File: src/msrf_blank_end.sv
// Empty unit; intentionally holds no design.

File: src/msrf_pkg.sv
// Shared constants and types of the meter serial report framer.
package msrf_pkg;

    // **********************************************
    // Timing
    // **********************************************
    localparam int CLK_HZ = 125000000;
    localparam int BAUD_RATE = 19230;
    // Cycles per serial bit; the rate error against the nominal baud is far below a percent.
    localparam int BIT_CYCLES_DFLT = CLK_HZ / BAUD_RATE;
    localparam logic [3:0] FRAME_LAST_BIT = 4'h9;

    // **********************************************
    // Block layout and character codes
    // **********************************************
    localparam logic [3:0] IDX_RANGE = 4'h0;
    localparam logic [3:0] IDX_D3 = 4'h1;
    localparam logic [3:0] IDX_D2 = 4'h2;
    localparam logic [3:0] IDX_D1 = 4'h3;
    localparam logic [3:0] IDX_D0 = 4'h4;
    localparam logic [3:0] IDX_FUNC = 4'h5;
    localparam logic [3:0] IDX_STAT = 4'h6;
    localparam logic [3:0] IDX_OPT1 = 4'h7;
    localparam logic [3:0] IDX_OPT2 = 4'h8;
    localparam logic [3:0] IDX_CR = 4'h9;
    localparam logic [3:0] IDX_LF = 4'ha;
    localparam logic [2:0] FIELD_HI = 3'h3;
    localparam logic [6:0] DIGIT_BASE = 7'h30;
    localparam logic [6:0] RANGE_BASE = 7'h30;
    localparam logic [6:0] FIXED_RANGE = 7'h30;
    localparam logic [6:0] CODE_CR = 7'h0d;
    localparam logic [6:0] CODE_LF = 7'h0a;
    localparam logic [15:0] OVL_DIGITS = 16'h4000;
    localparam logic [6:0] FC_VOLT = 7'h3b;
    localparam logic [6:0] FC_UA = 7'h3d;
    localparam logic [6:0] FC_MA = 7'h3f;
    localparam logic [6:0] FC_AUTO_A = 7'h30;
    localparam logic [6:0] FC_MAN_A = 7'h39;
    localparam logic [6:0] FC_OHM = 7'h33;
    localparam logic [6:0] FC_CONT = 7'h35;
    localparam logic [6:0] FC_DIODE = 7'h31;
    localparam logic [6:0] FC_TEMP = 7'h34;
    localparam logic [6:0] FC_ADAPTER_MODE_0 = 7'h3e;
    localparam logic [6:0] FC_ADAPTER_MODE_1 = 7'h3c;
    localparam logic [6:0] FC_ADAPTER_MODE_2 = 7'h38;
    localparam logic [6:0] FC_ADAPTER_MODE_3 = 7'h3a;

    // Measurement function as software selects it.
    typedef enum logic [3:0] {
        FN_VOLT, FN_UA, FN_MA, FN_AUTO_A, FN_MAN_A, FN_OHM, FN_CONT,
        FN_DIODE, FN_TEMP, FN_ADAPTER_MODE_0, FN_ADAPTER_MODE_1, FN_ADAPTER_MODE_2, FN_ADAPTER_MODE_3
    } msrf_func_e;

    // **********************************************
    // Register map
    // **********************************************
    localparam logic [7:0] ADDR_CTRL = 8'h00;
    localparam logic [7:0] ADDR_MEAS = 8'h04;
    localparam logic [7:0] ADDR_DIGITS = 8'h08;
    localparam logic [7:0] ADDR_STAT = 8'h0c;
    localparam int CTRL_EN_BIT = 0;
    localparam int CTRL_TRIG_BIT = 1;
    localparam int MEAS_FUNC_LSB = 0;
    localparam int MEAS_RANGE_LSB = 4;
    localparam int MEAS_FLAGS_LSB = 8;
    localparam int FLG_AUTO = 0;
    localparam int FLG_AC = 1;
    localparam int FLG_DC = 2;
    localparam int FLG_HOLD = 3;
    localparam int FLG_OVF = 4;
    localparam int FLG_BATTERY_LOW_FLAG = 5;
    localparam int FLG_MINUS = 6;
    localparam int FLG_TEMPC = 7;
    localparam logic RST_ENABLE = 1'b0;
    localparam logic [3:0] RST_FUNC = 4'h0;
    localparam logic [2:0] RST_RANGE = 3'h0;
    localparam logic [7:0] RST_FLAGS = 8'h00;
    localparam logic [15:0] RST_DIGITS = 16'h0000;

endpackage

File: src/msrf_char_if.sv
// Character hand-off between the block sequencer and the frame serialiser.
`timescale 1ns/10ps
`default_nettype none
interface msrf_char_if;
    logic valid;
    logic ready;
    logic [6:0] code;
    modport src (output valid, output code, input ready);
    modport snk (input valid, input code, output ready);
endinterface // msrf_char_if
`default_nettype wire

File: src/msrf_code_map.sv
// Maps the selected function and range onto their report characters.
`timescale 1ns/10ps
`default_nettype none
module msrf_code_map
    import msrf_pkg::*;
(
    input wire msrf_pkg::msrf_func_e func_in, // Selected function.
    input wire logic [2:0] range_in, // Range index.
    output logic [6:0] func_code_out, // Function character.
    output logic [6:0] range_code_out // Range character.
);
    import msrf_pkg::*;

    // The report encoding differs from the mode-select input encoding.
    always_comb begin
        case (func_in)
            FN_VOLT: func_code_out = FC_VOLT;
            FN_UA: func_code_out = FC_UA;
            FN_MA: func_code_out = FC_MA;
            FN_AUTO_A: func_code_out = FC_AUTO_A;
            FN_MAN_A: func_code_out = FC_MAN_A;
            FN_OHM: func_code_out = FC_OHM;
            FN_CONT: func_code_out = FC_CONT;
            FN_DIODE: func_code_out = FC_DIODE;
            FN_TEMP: func_code_out = FC_TEMP;
            FN_ADAPTER_MODE_0: func_code_out = FC_ADAPTER_MODE_0;
            FN_ADAPTER_MODE_1: func_code_out = FC_ADAPTER_MODE_1;
            FN_ADAPTER_MODE_2: func_code_out = FC_ADAPTER_MODE_2;
            FN_ADAPTER_MODE_3: func_code_out = FC_ADAPTER_MODE_3;
            default: func_code_out = FC_VOLT;
        endcase
    end

    // Single full-scale modes report the first range whatever software left in the field.
    always_comb begin
        case (func_in)
            FN_CONT, FN_DIODE, FN_MAN_A: range_code_out = FIXED_RANGE;
            default: range_code_out = RANGE_BASE | {4'h0, range_in};
        endcase
    end

endmodule // msrf_code_map
`default_nettype wire

File: src/msrf_frame_tx.sv
// Serialiser that sends one character as start, seven data, odd parity and stop bit.
`timescale 1ns/10ps
`default_nettype none
module msrf_frame_tx
    import msrf_pkg::*;
#(
    parameter int BIT_CYCLES = BIT_CYCLES_DFLT
) (
    input wire logic clock_in, // System clock.
    input wire logic rstn_in, // Synchronous reset, active low.
    msrf_char_if.snk ch, // Character to send.
    output logic line_out // Serial line, from a flop.
);
    import msrf_pkg::*;

    typedef enum logic {TX_IDLE, TX_SHIFT} msrf_tx_e;
    typedef struct packed {
        msrf_tx_e st;
        logic [9:0] sh;
        logic [15:0] cnt;
        logic [3:0] nbit;
        logic line;
    } msrf_tx_s;

    msrf_tx_s r, n;

    assign ch.ready = (r.st == TX_IDLE);
    assign line_out = r.line;

    // **********************************************
    // Bit timing and shifting
    // **********************************************
    // The frame is loaded whole so that parity is fixed before the first bit leaves.
    always_comb begin
        n = r;
        case (r.st)
            TX_IDLE: begin
                n.line = 1'b1;
                if (ch.valid) begin
                    n.sh = {1'b1, ~^ch.code, ch.code, 1'b0};
                    n.st = TX_SHIFT;
                    n.cnt = 16'h0000;
                    n.nbit = 4'h0;
                    n.line = 1'b0;
                end
            end
            TX_SHIFT: begin
                n.cnt = 16'(r.cnt + 16'h0001);
                if (r.cnt == 16'(BIT_CYCLES - 1)) begin
                    n.cnt = 16'h0000;
                    n.nbit = 4'(r.nbit + 4'h1);
                    n.sh = {1'b1, r.sh[9:1]};
                    n.line = r.sh[1];
                    if (r.nbit == FRAME_LAST_BIT) begin
                        n.st = TX_IDLE;
                        n.line = 1'b1;
                    end
                end
            end
            default: n.st = TX_IDLE;
        endcase
    end

    always_ff @(posedge clock_in) begin
        if (!rstn_in) begin
            r <= '{st: TX_IDLE, sh: 10'h3ff, cnt: 16'h0000, nbit: 4'h0, line: 1'b1};
        end else begin
            r <= n;
        end
    end
endmodule // msrf_frame_tx
`default_nettype wire

File: src/msrf_top.sv
// Report framer top: APB registers, block sequencing and character assembly.
// What this block does
// Send the whole report block twice for each conversion cycle.
// Characters hold seven bit codes sent at 19230 bits per second.
// Frame is start 0, seven data bits, odd parity, stop 1.
// Line rests high whenever no frame is being sent.
// Host may start sampling on the falling edge of the start bit.
// Data bits leave least significant first.
// A block holds eleven characters ending in carriage return and line feed.
// Order: range, digits 3 to 0, function, status, options, CR, LF.
// Digits always carry the live value, even while hold freezes the panel.
// Function codes for voltage and the four current modes.
// Function codes for resistance, continuity, diode, temperature, adapter modes.
// Continuity, diode and fixed amp modes always report the first range.
// Range codes count upward from the first full scale.
// Digits go most significant first, each as 0x30 plus the digit.
// Overload sends the digits 4000.
// Status: 011, temperature unit, minus, battery low, overflow.
// Unit flag is 1 for Celsius, meaningful only in temperature mode.
// Option 1: 011, hold, then three zeros.
// Option 2: 011, DC, AC, auto ranging, then zero.
// Delimiters are carriage return 0001101 then line feed 0001010.
//
// Implementation choices: the placing of the registers and register access over APB.
`timescale 1ns/10ps
`default_nettype none
module msrf_top
    import msrf_pkg::*;
#(
    parameter int BIT_CYCLES = BIT_CYCLES_DFLT
) (
    input wire logic clock_in, // System clock, 125 MHz.
    input wire logic rstn_in, // Synchronous reset, active low.
    input wire logic [7:0] paddr_in, // APB byte address.
    input wire logic psel_in, // APB select.
    input wire logic penable_in, // APB enable.
    input wire logic pwrite_in, // APB write.
    input wire logic [31:0] pwdata_in, // APB write data.
    output logic [31:0] prdata_out, // APB read data.
    output logic pready_out, // APB ready.
    output logic pslverr_out, // APB error for unmapped addresses.
    input wire logic conv_tick_in, // One pulse per conversion cycle.
    output logic serial_report_out // Serial report line.
);
    import msrf_pkg::*;

    typedef enum logic {SQ_IDLE, SQ_SEND} msrf_seq_e;
    typedef struct packed {
        // Software registers.
        logic enable;
        logic [3:0] func;
        logic [2:0] range;
        logic [7:0] flags;
        logic [15:0] digits;
        // Snapshot taken when a block starts.
        logic [3:0] s_func;
        logic [2:0] s_range;
        logic [7:0] s_flags;
        logic [15:0] s_digits;
        // Sequencer position.
        logic pending;
        msrf_seq_e seq;
        logic [3:0] idx;
        logic rep;
        logic [7:0] blocks;
        // Registered bus answer.
        logic [31:0] prdata;
        logic pready;
        logic pslverr;
    } msrf_top_s;

    msrf_top_s r, n;
    msrf_char_if ch ();
    logic [6:0] func_code;
    logic [6:0] range_code;
    logic [15:0] dsel;
    logic setup;
    logic wr_take;
    logic accept;
    logic trig_wr;

    // Builds a character from the fixed 011 prefix and a four bit field.
    function automatic logic [6:0] fld(input logic [3:0] v);
        return {FIELD_HI, v};
    endfunction

    // Turns one decimal digit into its character.
    function automatic logic [6:0] dig(input logic [3:0] d);
        return DIGIT_BASE | {3'h0, d};
    endfunction

    // Unmapped addresses, including unaligned ones, answer with an error.
    function automatic logic mapped(input logic [7:0] a);
        return (a == ADDR_CTRL) ||
               (a == ADDR_MEAS) ||
               (a == ADDR_DIGITS) ||
               (a == ADDR_STAT);
    endfunction

    // **********************************************
    // Character assembly
    // **********************************************
    msrf_code_map u_map (
        .func_in(msrf_func_e'(r.s_func)),
        .range_in(r.s_range),
        .func_code_out(func_code),
        .range_code_out(range_code)
    );

    // Overload replaces the digits; hold has no say here, so the live value goes out.
    assign dsel = r.s_flags[FLG_OVF] ? OVL_DIGITS : r.s_digits; // see
    assign ch.valid = (r.seq == SQ_SEND);
    assign accept = ch.valid && ch.ready;

    // Select the character for the current slot of the block.
    always_comb begin
        case (r.idx)
            IDX_RANGE: ch.code = range_code;
            IDX_D3: ch.code = dig(dsel[15:12]);
            IDX_D2: ch.code = dig(dsel[11:8]);
            IDX_D1: ch.code = dig(dsel[7:4]);
            IDX_D0: ch.code = dig(dsel[3:0]);
            IDX_FUNC: ch.code = func_code;
            IDX_STAT: ch.code = fld({r.s_flags[FLG_TEMPC], r.s_flags[FLG_MINUS],
                                     r.s_flags[FLG_BATTERY_LOW_FLAG], r.s_flags[FLG_OVF]}); // see
            IDX_OPT1: ch.code = fld({r.s_flags[FLG_HOLD], 3'h0});
            IDX_OPT2: ch.code = fld({r.s_flags[FLG_DC], r.s_flags[FLG_AC],
                                     r.s_flags[FLG_AUTO], 1'b0});
            IDX_CR: ch.code = CODE_CR;
            IDX_LF: ch.code = CODE_LF;
            default: ch.code = CODE_LF;
        endcase
    end

    // The serialiser owns the line; its ready marks the character slot as free.
    msrf_frame_tx #(
        .BIT_CYCLES(BIT_CYCLES)
    ) u_tx (
        .clock_in(clock_in),
        .rstn_in(rstn_in),
        .ch(ch),
        .line_out(serial_report_out)
    );

    // **********************************************
    // Next state
    // **********************************************
    // Setup is the first cycle of a transfer; a write lands in the access cycle.
    assign setup = psel_in && !penable_in;
    assign wr_take = psel_in && penable_in && r.pready && pwrite_in;
    // A software trigger counts exactly like a conversion tick.
    assign trig_wr = wr_take && (paddr_in == ADDR_CTRL) && pwdata_in[CTRL_TRIG_BIT];

    // One process covers the bus slave and the sequencer so each field has one writer.
    always_comb begin
        n = r;
        // The answer is prepared in the setup cycle, so every access has no wait state.
        n.pready = setup;
        if (setup) begin
            n.pslverr = !mapped(paddr_in);
            case (paddr_in)
                ADDR_CTRL: n.prdata = {31'h0, r.enable};
                ADDR_MEAS: n.prdata = {16'h0, r.flags, 1'b0, r.range, r.func};
                ADDR_DIGITS: n.prdata = {16'h0, r.digits};
                ADDR_STAT: n.prdata = {16'h0, r.blocks, 1'b0, r.pending, r.idx, r.rep,
                                       (r.seq == SQ_SEND)};
                default: n.prdata = 32'h0;
            endcase
        end else begin
            n.pslverr = 1'b0;
            n.prdata = 32'h0;
        end
        // Register writes; the status word is read only and ignores writes.
        if (wr_take) begin
            case (paddr_in)
                ADDR_CTRL: n.enable = pwdata_in[CTRL_EN_BIT];
                ADDR_MEAS: begin
                    n.func = pwdata_in[MEAS_FUNC_LSB +: 4];
                    n.range = pwdata_in[MEAS_RANGE_LSB +: 3];
                    n.flags = pwdata_in[MEAS_FLAGS_LSB +: 8];
                end
                ADDR_DIGITS: n.digits = pwdata_in[15:0];
                default: n.func = r.func;
            endcase
        end
        // A tick that lands on the cycle that takes the request is kept for the next cycle.
        n.pending = r.pending || conv_tick_in || trig_wr;
        case (r.seq)
            SQ_IDLE: begin
                if (r.enable && r.pending) begin
                    // Snapshot once per cycle so both copies of the block agree.
                    n.s_func = r.func;
                    n.s_range = r.range;
                    n.s_flags = r.flags;
                    n.s_digits = r.digits;
                    n.seq = SQ_SEND;
                    n.idx = IDX_RANGE;
                    n.rep = 1'b0;
                    n.pending = conv_tick_in || trig_wr;
                end
            end
            SQ_SEND: begin
                if (accept) begin
                    n.idx = 4'(r.idx + 4'h1);
                    if (r.idx == IDX_LF) begin
                        n.idx = IDX_RANGE;
                        if (r.rep) begin
                            n.seq = SQ_IDLE;
                            n.blocks = 8'(r.blocks + 8'h01);
                        end else begin
                            n.rep = 1'b1;
                        end
                    end
                end
            end
            default: n.seq = SQ_IDLE;
        endcase
    end

    // **********************************************
    // State register
    // **********************************************
    always_ff @(posedge clock_in) begin
        if (!rstn_in) begin
            r <= '{enable: RST_ENABLE,
                   func: RST_FUNC,
                   range: RST_RANGE,
                   flags: RST_FLAGS,
                   digits: RST_DIGITS,
                   s_func: RST_FUNC,
                   s_range: RST_RANGE,
                   s_flags: RST_FLAGS,
                   s_digits: RST_DIGITS,
                   pending: 1'b0,
                   seq: SQ_IDLE,
                   idx: IDX_RANGE,
                   rep: 1'b0,
                   blocks: 8'h00,
                   prdata: 32'h0,
                   pready: 1'b0,
                   pslverr: 1'b0};
        end else begin
            r <= n;
        end
    end

    // Bus outputs come straight from the answer flops.
    assign prdata_out = r.prdata;
    assign pready_out = r.pready;
    assign pslverr_out = r.pslverr;
endmodule // msrf_top
`default_nettype wire

File: config.mk
export PLATFORM = sky130hd
export DESIGN_NAME = msrf_top
export DESIGN_NICKNAME = d
export VERILOG_FILES = /design/src/msrf_blank_end.sv /design/src/msrf_pkg.sv /design/src/msrf_char_if.sv /design/src/msrf_code_map.sv /design/src/msrf_frame_tx.sv /design/src/msrf_top.sv
export SDC_FILE = /design/constraint.sdc
export NUM_CORES = 1
export LEC_CHECK = 0
export BUFFER_PORTS_ARGS = -buffer_cell sky130_fd_sc_hd__buf_4
export CAP_MARGIN = 25
export CORE_MARGIN = 2
export CORE_UTILIZATION = 55
export DETAILED_ROUTE_END_ITERATION = 6
export MAX_ROUTING_LAYER = met4
export PLACE_DENSITY = 0.77
export SYNTH_ARGS = -nofsm -noshare
export SYNTH_HDL_FRONTEND = slang
export SYNTH_SLANG_ARGS = --single-unit
export TNS_END_PERCENT = 10
File: constraint.sdc
create_clock -name clock_in -period 5.6 [get_ports clock_in]
set_input_delay 1.4 -clock clock_in [delete_from_list [all_inputs] [get_ports clock_in]]
set_output_delay 1.4 -clock clock_in [all_outputs]
set_load 0.05 [all_outputs]
==> impl_table.tex, run 1 <==
\begin{tabular}{lr}
\hline
Metric & Value \\
\hline
\multicolumn{2}{l}{\textbf{CTS}} \\
\quad Max Buffers Root-to-Sink & 2 \\
\quad Buffer type at the clock tree root & clkbuf\_8 \\
\quad Post\_cts resized & 0 \\
\quad CTS tree & done \\
\quad H-tree Lvls & 4 \\
\quad CTS clk-pin slew, worst paths & about 70 ps \\
\quad Clock insertion delay at the later pin of the skew report & 530 ps \\
\quad Clock net sink count & $\sim$130 \\
\quad CTS Hold Buffers Added & 0 \\
\quad Number of buffers created by CTS & 17 \\
\quad Setup fix buffers added after clock tree synthesis & 0 \\
\multicolumn{2}{l}{\textbf{Setup path}} \\
\quad Critical path depth & 6 \\
\quad Buffers plus inverters on the worst setup path & 1 \\
\quad Req. time, crit path & $\sim$6000 ps \\
\quad Depth of the worst register-to-register path & 5 \\
\quad Delay-heaviest family, CP & simple AND/OR/NAND/NOR gates \\
\quad Slowest stage cell on the critical path & nand3\_1 \\
\quad Arrival time reported for the critical path endpoint & 3280 ps \\
\quad Largest stage delay on the critical path & 620 ps \\
\quad Ordered cell list for the critical path & buf\_4 > or4\_4 > nor3\_4 > nand3\_1 > nand2\_1 > a21oi\_1 \\
\quad Critical path launch point type & input pin \\
\quad Kind of end point of the critical path & register \\
\quad Max Fanout on Critical Path & 16 \\
\quad Critical path type & input pin to register \\
\multicolumn{2}{l}{\textbf{STA}} \\
\quad Least-Margin Pin Slew & 1030 ps \\
\quad Number of failing hold endpoints at the final stage & 0 \\
\quad Max Freq & 342 MHz \\
\quad Setup tns final & 0 ps \\
\quad Relative slew slack & 31.3\% \\
\quad Setup Skew & 9.93 ps \\
\quad Setup-violating endpoint count in the final report & 0 \\
\quad Setup repair after global routing missed its margin & no \\
\quad Number of pins exceeding their max-slew limit in the final report & 0 \\
\quad Crit share post-route & 52.2\% \\
\quad Min Clock Period, post-route & 2920 ps \\
\multicolumn{2}{l}{\textbf{Route}} \\
\quad Routed vias & roughly 5200 \\
\quad Antenna viol nets, final & 0 \\
\quad Count of TritonRoute iterations in the first routing pass & 5 \\
\quad Final WL & 14800 um \\
\quad Violation count after the first detailed-routing iteration & 631 \\
\quad Via-to-Cell Ratio & just under 6 \\
\quad DRC violation count after routing & 0 \\
\quad Average routed wire per standard cell & $\sim$17 um \\
\multicolumn{2}{l}{\textbf{Pwr}} \\
\quad Worst ir drop on vdd & 0.222 mV \\
\quad LEAKAGE & 2.64 nW \\
\quad Power per Cell Area & 307 nW/um\^{}2 \\
\multicolumn{2}{l}{\textbf{Final layout}} \\
\quad Area taken by multi-input logic gates & roughly 3000 um\^{}2 \\
\quad Seq. cell area & approximately 2600 um\^{}2 \\
\quad Number of nets at the end of the flow & a little under 800 \\
\quad Final core occ & 62.9\% \\
\quad Number of fill cells & roughly 920 \\
\quad Commonest cells after routing, fill and taps aside & 133 x nand2\_1, 131 x dfxtp\_1, 75 x a21oi\_1 \\
\quad Area Growth Syn to Fin & 11.2\% \\
\quad Final Non-Filler Cells & 887 \\
\quad Diodes inserted & 0 \\
\quad Share of layout cells above drive strength 1 & 15.7\% \\
\quad Most common cell after layout, fill and taps aside & nand2\_1 \\
\multicolumn{2}{l}{\textbf{Floorplanning}} \\
\quad Die X & between 100 and 150 um \\
\quad Die Span Y & between 100 and 150 um \\
\quad Number of primary I/O pins & between 80 and 90 \\
\quad Die Area & $\sim$12000 um\^{}2 \\
\quad Number of cell rows & 38 \\
\quad Starting density of the core & 56.5\% \\
\quad Area of the placeable core & 10800 um\^{}2 \\
\multicolumn{2}{l}{\textbf{Global route}} \\
\quad Global-route usage over all layers & 26.3\% \\
\quad Antenna violations before repair & 0 \\
\quad Overall overflow remaining after global route & 0 \\
\quad Number of global-route vias before repair & approximately 4900 \\
\quad First-pass GRT wire length & 23500 um \\
\quad Pin count of the biggest net entering global routing & 99 \\
\multicolumn{2}{l}{\textbf{Yosys}} \\
\quad Synthesized instance count & between 700 and 800 \\
\quad Async set-reset flop share out of synthesis & 0\% \\
\quad Number of distinct library cells after synthesis & 66 \\
\quad Mapped Avg Cell Area & around 8.4 um\^{}2 \\
\quad Syn Std Cell Area & approximately 6000 um\^{}2 \\
\quad Post-synth EDFFs & 0 \\
\quad Yosys reg bits & 131 \\
\quad Sequential cell area fraction in the yosys report & 42.8\% \\
\quad Number of warning messages in the yosys log & 0 \\
\quad Predominant post-synthesis flop cell & dfxtp\_1 \\
\multicolumn{2}{l}{\textbf{Worst hold path}} \\
\quad Worst hold path class & register to register \\
\quad Hold path cells & 2 \\
\multicolumn{2}{l}{\textbf{Placement}} \\
\quad Last weighted congestion value of the routability-driven placer & 0.890 \\
\quad Count of input and output buffers & 48 \\
\quad Half-perimeter wire length after detailed placement & 10200 um \\
\quad Instance count after placement with tap cells included & 855 \\
\multicolumn{2}{l}{\textbf{Job}} \\
\quad Maximum capacitance violations & 0 \\
\multicolumn{2}{l}{\textbf{Status}} \\
\quad Result of the run & complete, no violations \\
\hline
\end{tabular}
## layer usage
metal	vias to the layer above	wire length [um]	GRT usage, %	part of all wire [%]
met3	40	1050	6.28	7.1
met4	0	403	10.8	2.7
met2	224	7080	41.3	48
met1	2486	6290	32.5	42
met5	-	0	-	0
li1	2493	-	-	-
## logic make-up after synthesis
group / synth area share [%]
other: 0.0612
XOR/XNOR: 1.29
buffers and inverters: 8.92
multiplexers: 6.53
AO/OA/AOI/OAI: 16.3
AND/OR/NAND/NOR: 22.2
adder cells (fa/ha/maj): 1.84
flip-flops: 42.8
## where the power goes
part / switching [mW] / internal, mW
clock: 0.424 / 0.642
combinational: 0.0670 / 0.0242
sequential: 0.00381 / 0.935
total: 0.495 / 1.60
## stage by stage
stage | hold slack [ps] | cell area, um^2 | power (mW) | worst slack [ps]
after CTS | 448 | 6820 | 2.11 | 2730
after detailed placement | 440 | 6240 | 1.05 | 2210
after global placement | 434 | 6240 | 1.05 | 2260
after global routing | 470 | 6820 | 2.16 | 2630
final | 444 | 6820 | 2.10 | 2680
after floorplan | 422 | 6180 | 1.03 | 2710
## layout make-up
| cell class | count | area share (%) |
|---|---|---|
| multi-input cells | 522 | 44.2 |
| clock inverters | 13 | 2.24 |
| well taps | 140 | 2.57 |
| inverters | 10 | 0.551 |
| repair buffers | 52 | 5.73 |
| flip-flops and latches | 131 | 38.5 |
| clock buffers | 19 | 6.19 |
## worst register-to-register path, stage by stage (launching register included)
cell     delay (ps)
dfxtp_1         830
and2b_2         340
and4_1          490
nand4_4         170
or3_1           380
a21oi_1         160
## sequential cells by signal, summed over array words and instances, names as in the netlist
signal and cells:
u_map.func_code_out 4, u_tx.r 30, pslverr_out 1, ch.valid 1
u_tx.line_out 1, prdata_out 16, r 77, pready_out 1
## cells in the mapped netlist, types with 3 or more instances
cell type	number	area, um^2
a22oi_1	18	135
buf_6	3	33.8
mux2i_1	22	220
a31oi_1	11	68.8
a32oi_1	3	26.3
a21oi_1	75	375
and3_1	10	62.6
or2_2	3	18.8
xor2_1	6	52.6
o21ai_0	21	105
buf_2	7	35.0
nand2b_1	3	18.8
o22ai_1	3	18.8
nand2_1	133	499
nor2_2	3	18.8
nor3_1	6	30.0
clkbuf_1	25	93.8
a311oi_1	4	35.0
a221oi_1	3	26.3
dfxtp_1	131	2620
nor3b_1	3	22.5
buf_4	36	270
inv_1	9	33.8
and4_1	4	35.0
nand3b_1	4	30.0
mux2_2	14	158
nor2_1	74	278
nand4_1	9	56.3
ha_1	9	113
nand3_1	10	50.1
or3_1	5	31.3
clkbuf_8	5	68.8
a32o_1	3	30.0
xnor2_1	3	26.3
nor2b_1	7	43.8
## path summary, 6_finish.rpt
path / start / to / slack, ps
hold / removal: r[87] / prdata_out[7] / 440
setup / recovery: paddr_in[1] / r[86] / 2680
hold reg to reg: r[87] / prdata_out[7] / 440
setup reg to reg: r[44] / r[39] / 3140
Power figures use the tool's default switching activity.
==> run 2, diff against run 1 <==
==> constraint.sdc (replaced) <==
create_clock -name clock_in -period 2.9 [get_ports clock_in]
set_input_delay 0.725 -clock clock_in [delete_from_list [all_inputs] [get_ports clock_in]]
set_output_delay 0.725 -clock clock_in [all_outputs]
set_load 0.05 [all_outputs]
==> run 2 against run 1 <==
- cell area rose by 0.13%
- clock-buffer cell count decreased by 2
- setup slack worse by 2100 ps
- global-route usage grew 0.13 points
- via count fell by 0.63%
- non-clock buffer count is 6 higher
- critical path type is now register to register
- highest routed layer unchanged
==> impl_table.tex, run 2 (synthesis results as in run 1) <==
\begin{tabular}{lr}
\hline
Metric & Value \\
\hline
\multicolumn{2}{l}{\textbf{Global route}} \\
\quad First-pass GRT wire length & 23700 um \\
\quad Overall overflow remaining after global route & 0 \\
\quad Pin count of the biggest net entering global routing & 52 \\
\quad Global-route usage over all layers & a little over a quarter \\
\quad Number of global-route vias before repair & 4863 \\
\quad Antenna violations before repair & 0 \\
\multicolumn{2}{l}{\textbf{Worst hold path}} \\
\quad Hold path cells & 2 \\
\quad Start point of the worst min-delay path & penable\_in \\
\quad Worst hold path class & input pin to register \\
\quad Min-Delay Endpoint & pslverr\_out \\
\multicolumn{2}{l}{\textbf{Final layout}} \\
\quad Final design instance area without fill & 6820 um\^{}2 \\
\quad Share of layout cells above drive strength 1 & between 10\% and 20\% \\
\quad Commonest cells after routing, fill and taps aside & 133 x nand2\_1, 131 x dfxtp\_1, 75 x a21oi\_1 \\
\quad Number of nets at the end of the flow & 795 \\
\quad Most common cell after layout, fill and taps aside & nand2\_1 \\
\quad Area Growth Syn to Fin & 11.4\% \\
\quad Number of flip-flops in the largest register & between 70 and 80 \\
\quad Diodes inserted & 0 \\
\quad Largest Register & r \\
\multicolumn{2}{l}{\textbf{CTS}} \\
\quad CTS Hold Buffers Added & 0 \\
\quad H-tree Lvls & 4 \\
\quad Max Buffers Root-to-Sink & 2 \\
\quad Number of buffers created by CTS & 17 \\
\quad CTS tree & done \\
\quad Post\_cts resized & 0 \\
\quad Clock net sink count & about 130 \\
\quad Clock insertion delay at the later pin of the skew report & 540 ps \\
\quad Buffer type at the clock tree root & clkbuf\_8 \\
\quad CTS clk-pin slew, worst paths & 60 ps \\
\quad Setup fix buffers added after clock tree synthesis & 0 \\
\multicolumn{2}{l}{\textbf{Route}} \\
\quad DRC violation count after routing & 0 \\
\quad Average routed wire per standard cell & 16.5 um \\
\quad Final WL & 14700 um \\
\quad Routed vias & between 5000 and 6000 \\
\quad Count of TritonRoute iterations in the first routing pass & 5 \\
\quad Antenna viol nets, final & 0 \\
\quad Violation count after the first detailed-routing iteration & 397 \\
\quad Via-to-Cell Ratio & 5.83 \\
\multicolumn{2}{l}{\textbf{STA}} \\
\quad Setup tns final & 0 ps \\
\quad Max Freq & 437 MHz \\
\quad Number of pins exceeding their max-slew limit in the final report & 0 \\
\quad Least-Margin Pin Slew & 621 ps \\
\quad Setup repair after global routing missed its margin & no \\
\quad Setup-violating endpoint count in the final report & 0 \\
\quad Number of failing hold endpoints at the final stage & 0 \\
\quad Setup Skew & 8.18 ps \\
\quad Crit share post-route & approximately four fifths \\
\quad Relative slew slack & 58.5\% \\
\quad Min Clock Period, post-route & between 2000 and 2500 ps \\
\multicolumn{2}{l}{\textbf{Setup path}} \\
\quad Reg2Reg Setup Slack & 610 ps \\
\quad Critical register-to-register path endpoint & u\_map.func\_code\_out[3] \\
\quad Depth of the worst register-to-register path & 9 \\
\quad Max Fanout on Critical Path & 10 \\
\quad Arrival time reported for the critical path endpoint & between 2000 and 3000 ps \\
\quad Critical path type & register to register \\
\quad Kind of end point of the critical path & register \\
\quad Critical path launch point type & register \\
\quad Crit Reg-Reg Startpoint & ch.valid \\
\quad CP startpoint & ch.valid \\
\quad Req. time, crit path & 3310 ps \\
\multicolumn{2}{l}{\textbf{Floorplanning}} \\
\quad Starting density of the core & around 57\% \\
\quad Die Area & 12000 um\^{}2 \\
\quad Area of the placeable core & $\sim$11000 um\^{}2 \\
\quad Die Span Y & around 110 um \\
\quad Number of primary I/O pins & 81 \\
\quad Die X & about 110 um \\
\quad Number of cell rows & 38 \\
\multicolumn{2}{l}{\textbf{Placement}} \\
\quad Last weighted congestion value of the routability-driven placer & 0.991 \\
\quad Half-perimeter wire length after detailed placement & approximately 10000 um \\
\quad Instance area at placement & 6290 um\^{}2 \\
\quad Count of input and output buffers & 48 \\
\multicolumn{2}{l}{\textbf{Pwr}} \\
\quad Worst ir drop on vdd & 0.409 mV \\
\quad Power per Cell Area & 574 nW/um\^{}2 \\
\quad LEAKAGE & 2.65 nW \\
\multicolumn{2}{l}{\textbf{Job}} \\
\quad Maximum capacitance violations & 0 \\
\multicolumn{2}{l}{\textbf{Status}} \\
\quad Result of the run & complete, no violations \\
\hline
\end{tabular}
==> run 2: worst max-delay path by stage <==
| stage | cells past startpoint | slack (ps) | end |
|---|---|---|---|
| after global routing | 7 | 420 | u_tx.r[23] |
| after CTS | 9 | 590 | u_map.func_code_out[3] |
| after floorplan | 10 | 660 | u_map.func_code_out[3] |
| after global placement | 8 | 490 | r[102] |
| final | 9 | 610 | u_map.func_code_out[3] |
| after detailed placement | 8 | 440 | r[100] |
==> run 2: worst max-delay path: stages, from the launching register on <==
cell     delay [ps]
dfxtp_1         410
and3b_1         250
buf_4           180
nand2_1         120
a21oi_1         270
inv_1           150
ha_1            220
or3_1           380
a21oi_1         140
a31oi_1          50
==> run 2: layout make-up <==
cell class,count,area [um^2]
clock buffers,17,414
repair buffers,58,435
multi-input cells,522,3020
fillers,930,4020
inverters,10,37.5
clock inverters,15,124
well taps,140,175
flip-flops and latches,131,2620
==> run 2: per-layer routing <==
metal | vias up | share of wire (%) | GRT usage, %
li1 | 2502 | - | -
met1 | 2500 | 43 | 32.3
met2 | 177 | 50 | 42.5
met3 | 31 | 5.2 | 5.39
met4 | 0 | 2.3 | 11.1
met5 | - | 0 | -
==> run 2: power by group <==
part,leakage (nW),total [mW],switching (mW),internal (mW)
Clock,0.261,1.93,0.858,1.07
Sequential,1.06,1.81,0.00739,1.80
Combinational,1.34,0.177,0.129,0.0476
Total,2.65,3.92,0.994,2.92
==> run 2: metrics by stage <==
| step | worst slack, ps | total power [mW] | cells | hold WS, ps | utilization (%) |
|---|---|---|---|---|---|
| after floorplan | 659 | 1.99 | 741 | 422 | - |
| after global placement | 489 | 2.02 | 861 | 434 | 58.0 |
| after detailed placement | 439 | 2.03 | 861 | 450 | 58.0 |
| after CTS | 591 | 3.94 | 893 | 352 | 63.0 |
| after global routing | 420 | 4.04 | 893 | 370 | 63.0 |
| final | 612 | 3.92 | 893 | 364 | 63.0 |
==> run 3, diff against run 2 <==
--- a/config.mk
+++ b/config.mk
@@ -5,13 +5,14 @@
 export SDC_FILE = /design/constraint.sdc
 export NUM_CORES = 1
 export LEC_CHECK = 0
+export ABC_AREA = 1
 export BUFFER_PORTS_ARGS = -buffer_cell sky130_fd_sc_hd__buf_4
 export CAP_MARGIN = 25
 export CORE_MARGIN = 2
 export CORE_UTILIZATION = 55
 export DETAILED_ROUTE_END_ITERATION = 6
 export MAX_ROUTING_LAYER = met4
-export PLACE_DENSITY = 0.77
+export PLACE_DENSITY = 0.76
 export SYNTH_ARGS = -nofsm -noshare
 export SYNTH_HDL_FRONTEND = slang
 export SYNTH_SLANG_ARGS = --single-unit
==> constraint.sdc (replaced) <==
create_clock -name clock_in -period 2.4 [get_ports clock_in]
set_input_delay 0.6 -clock clock_in [delete_from_list [all_inputs] [get_ports clock_in]]
set_output_delay 0.6 -clock clock_in [all_outputs]
set_load 0.05 [all_outputs]
==> run 3 against run 2 <==
- setup slack worse by 210 ps
- cell count is 22% higher
- sequential cell count stayed put
- via count is 14% higher
- synthesized area is 3.6% higher
- critical path depth is 1 higher
- synthesized cell count is 23% higher
- utilization is 1.7 points higher
- clock power is 43% higher
- highest routed layer unchanged
==> impl_table.tex, run 3 <==
\begin{tabular}{lr}
\hline
Metric & Value \\
\hline
\multicolumn{2}{l}{\textbf{Final layout}} \\
\quad Number of fill cells & 1021 \\
\quad Share of layout cells above drive strength 1 & 15.7\% \\
\quad Diodes inserted & 0 \\
\quad Number of nets at the end of the flow & 987 \\
\quad Area Growth Syn to Fin & 15.3\% \\
\quad Commonest cells after routing, fill and taps aside & 167 x nand2\_1, 157 x nor2\_1, 131 x dfxtp\_1 \\
\quad Number of flip-flops in the largest register & just under 80 \\
\quad Most common cell after layout, fill and taps aside & nand2\_1 \\
\quad Largest Register & r \\
\quad Final design instance area without fill & 7320 um\^{}2 \\
\quad Final Non-Filler Cells & 1088 \\
\multicolumn{2}{l}{\textbf{Yosys}} \\
\quad Leading cell type by number of instances after synthesis & nand2\_1 \\
\quad Share of the synthesized area in the top cell type & 41.3\% \\
\quad Synthesized-area fraction occupied by xor and xnor cells & less than 1\% \\
\quad Area fraction in compound gates after synthesis & between 10 and 15\% \\
\quad Commonest cells in the netlist & 167 x nand2\_1, 157 x nor2\_1, 131 x dfxtp\_1 \\
\quad Mux cell area share after synthesis & 0\% \\
\quad Async set-reset flop share out of synthesis & 0\% \\
\quad Predominant post-synthesis flop cell & dfxtp\_1 \\
\quad Mapped Avg Cell Area & around 7 um\^{}2 \\
\quad Top area cells in the synthesized netlist & dfxtp\_1 41\%, nand2\_1 9.9\%, nor2\_1 9.3\%, o21ai\_0 6.7\%, inv\_1 4.6\% \\
\quad Largest area contributor in the netlist & dfxtp\_1 \\
\quad Simple-gate area share of the yosys netlist & 30.1\% \\
\quad Number of distinct library cells after synthesis & 49 \\
\quad Syn Std Cell Area & 6350 um\^{}2 \\
\quad Adder-cell share of the synthesized area & 1.77\% \\
\quad Synthesized instance count & 896 \\
\quad Number of warning messages in the yosys log & 0 \\
\quad Post-synth EDFFs & 0 \\
\quad Sequential cell area fraction in the yosys report & 41.3\% \\
\quad Main combinational cell family by area after synthesis & simple AND/OR/NAND/NOR gates \\
\quad Yosys reg bits & 131 \\
\multicolumn{2}{l}{\textbf{STA}} \\
\quad Setup tns final & 0 ps \\
\quad Number of failing hold endpoints at the final stage & 0 \\
\quad Crit share post-route & between 80\% and 90\% \\
\quad Setup-violating endpoint count in the final report & 0 \\
\quad Number of pins exceeding their max-slew limit in the final report & 0 \\
\quad Relative slew slack & about three fifths \\
\quad Setup repair after global routing missed its margin & no \\
\quad Min Clock Period, post-route & around 2000 ps \\
\quad Setup Skew & 21.3 ps \\
\quad Setup ws final & 402 ps \\
\quad Least-Margin Pin Slew & 579 ps \\
\quad Max Freq & 501 MHz \\
\multicolumn{2}{l}{\textbf{Setup path}} \\
\quad Most frequent cell on the critical path & nand2\_1 \\
\quad Slowest stage cell on the critical path & dfxtp\_1 \\
\quad Req. time, crit path & roughly 2700 ps \\
\quad Critical path type & register to register \\
\quad Kind of end point of the critical path & register \\
\quad Buffers plus inverters on the worst setup path & 2 \\
\quad Reg2Reg Setup Slack & 400 ps \\
\quad Max Fanout on Critical Path & 8 \\
\quad Ordered cell list for the critical path & ha\_1 > nand3\_1 > nor2\_1 > nand2\_1 > nand2\_1 > inv\_1 > nor2\_1 > inv\_1 > nand2\_1 > o2111ai\_1 \\
\quad Largest stage delay on the critical path & 390 ps \\
\quad Critical path launch point type & register \\
\quad Arrival time reported for the critical path endpoint & around 2300 ps \\
\quad Delay-heaviest family, CP & simple AND/OR/NAND/NOR gates \\
\multicolumn{2}{l}{\textbf{CTS}} \\
\quad Number of buffers created by CTS & 17 \\
\quad Buffer type at the clock tree root & clkbuf\_16 \\
\quad CTS clk-pin slew, worst paths & about 60 ps \\
\quad CTS Hold Buffers Added & 0 \\
\quad CTS tree & done \\
\quad H-tree Lvls & 4 \\
\quad Setup fix buffers added after clock tree synthesis & 0 \\
\quad Clock net sink count & 131 \\
\quad Max Buffers Root-to-Sink & 2 \\
\quad Post\_cts resized & 0 \\
\quad Clock insertion delay at the later pin of the skew report & roughly 430 ps \\
\multicolumn{2}{l}{\textbf{Pwr}} \\
\quad Worst ir drop on vdd & 0.536 mV \\
\quad Power Total & just over 5 mW \\
\quad Power per Cell Area & 698 nW/um\^{}2 \\
\quad LEAKAGE & between 3 and 4 nW \\
\multicolumn{2}{l}{\textbf{Status}} \\
\quad Result of the run & complete, no violations \\
\multicolumn{2}{l}{\textbf{Floorplanning}} \\
\quad Area of the placeable core & about 11000 um\^{}2 \\
\quad Die Area & 12400 um\^{}2 \\
\quad Number of cell rows & 39 \\
\quad Starting density of the core & a little under three fifths \\
\quad Die Span Y & 111 um \\
\quad Die X & 111 um \\
\quad Number of primary I/O pins & 81 \\
\multicolumn{2}{l}{\textbf{Global route}} \\
\quad Antenna violations before repair & 0 \\
\quad Number of global-route vias before repair & 5545 \\
\quad Overall overflow remaining after global route & 0 \\
\quad Pin count of the biggest net entering global routing & 43 \\
\quad First-pass GRT wire length & between 20000 and 30000 um \\
\quad Global-route usage over all layers & 27.9\% \\
\multicolumn{2}{l}{\textbf{Placement}} \\
\quad Half-perimeter wire length after detailed placement & 11500 um \\
\quad Placement Setup Slack & 355 ps \\
\quad Instance area at placement & approximately 6700 um\^{}2 \\
\quad Instance count after placement with tap cells included & 1056 \\
\quad Last weighted congestion value of the routability-driven placer & 0.913 \\
\quad Count of input and output buffers & 48 \\
\multicolumn{2}{l}{\textbf{Route}} \\
\quad Antenna viol nets, final & 0 \\
\quad Average routed wire per standard cell & 14.9 um \\
\quad Count of TritonRoute iterations in the first routing pass & 6 \\
\quad Violation count after the first detailed-routing iteration & roughly 490 \\
\quad Via-to-Cell Ratio & 5.45 \\
\quad Routed vias & 5926 \\
\quad DRC violation count after routing & 0 \\
\quad Final WL & 16200 um \\
\multicolumn{2}{l}{\textbf{Worst hold path}} \\
\quad Worst hold path class & input pin to register \\
\multicolumn{2}{l}{\textbf{Job}} \\
\quad Maximum capacitance violations & 0 \\
\hline
\end{tabular}
run 3: cell count changes in the layout (fill, tap and decap cells not counted), moves of 17 or more:
cell and change:
a22oi_1 -17, nand3_1 +33, a21oi_1 -28, nor2_1 +83
nand2_1 +34, inv_1 +70, o21ai_0 +64, mux2i_1 -22
run 3: metal layers:
layer,up-vias,routed length (um),global-route usage (%)
met1,2748,7140,35.5
met3,40,943,5.39
met4,0,450,11.1
li1,2943,-,-
met2,195,7670,44.0
met5,-,0,-
run 3: area by class of cell:
| class | instances | area (um^2) | area share, % |
|---|---|---|---|
| Clock inverter | 15 | 206 | 2.82 |
| Multi-Input combinational cell | 625 | 3040 | 41.6 |
| Inverter | 91 | 347 | 4.74 |
| Timing Repair Buffer | 66 | 495 | 6.77 |
| Tap cell | 143 | 179 | 2.44 |
| Sequential cell | 131 | 2620 | 35.8 |
| Clock buffer | 17 | 425 | 5.81 |
run 3: report_power, final:
part           switching [mW]  leakage, nW  total, mW  internal (mW)
sequential            0.00131         1.06       2.18           2.18
clock                    1.02        0.293       2.76           1.75
combinational           0.121         1.92      0.166         0.0457
total                    1.14         3.27       5.11           3.97
run 3: logic make-up (layout without fill, tap and decap cells):
group                      after synthesis  in the layout
adders and majority gates                9              9
AOI/OAI and AO/OA                      169            169
buffers and inverters                  155            189
DFF                                    131            131
and+or+nand+nor                        429            429
xor gates and xnor gates                 2              2
other                                    1             16
run 3: worst paths after layout:
| check | endpoint | cells after the start | startpoint |
|---|---|---|---|
| setup / recovery | u_tx.r[23] | 10 | u_tx.r[5] |
| hold / removal | r[87] | 3 | pwdata_in[7] |
| setup reg to reg | u_tx.r[23] | 10 | u_tx.r[5] |
| hold reg to reg | u_tx.r[30] | 1 | u_tx.r[30] |
run 3: stage by stage:
stage	utilization, %	hold slack [ps]
after global placement	59.1	426
after detailed placement	59.1	433
after global routing	64.7	408
final	64.7	391
after floorplan	-	410
after CTS	64.7	391
run 3: worst min-delay path, delay by kind of cell:
kind                   cells  cell delay, ps
AND/OR/NAND/NOR            2             110
buffers and inverters      1              80
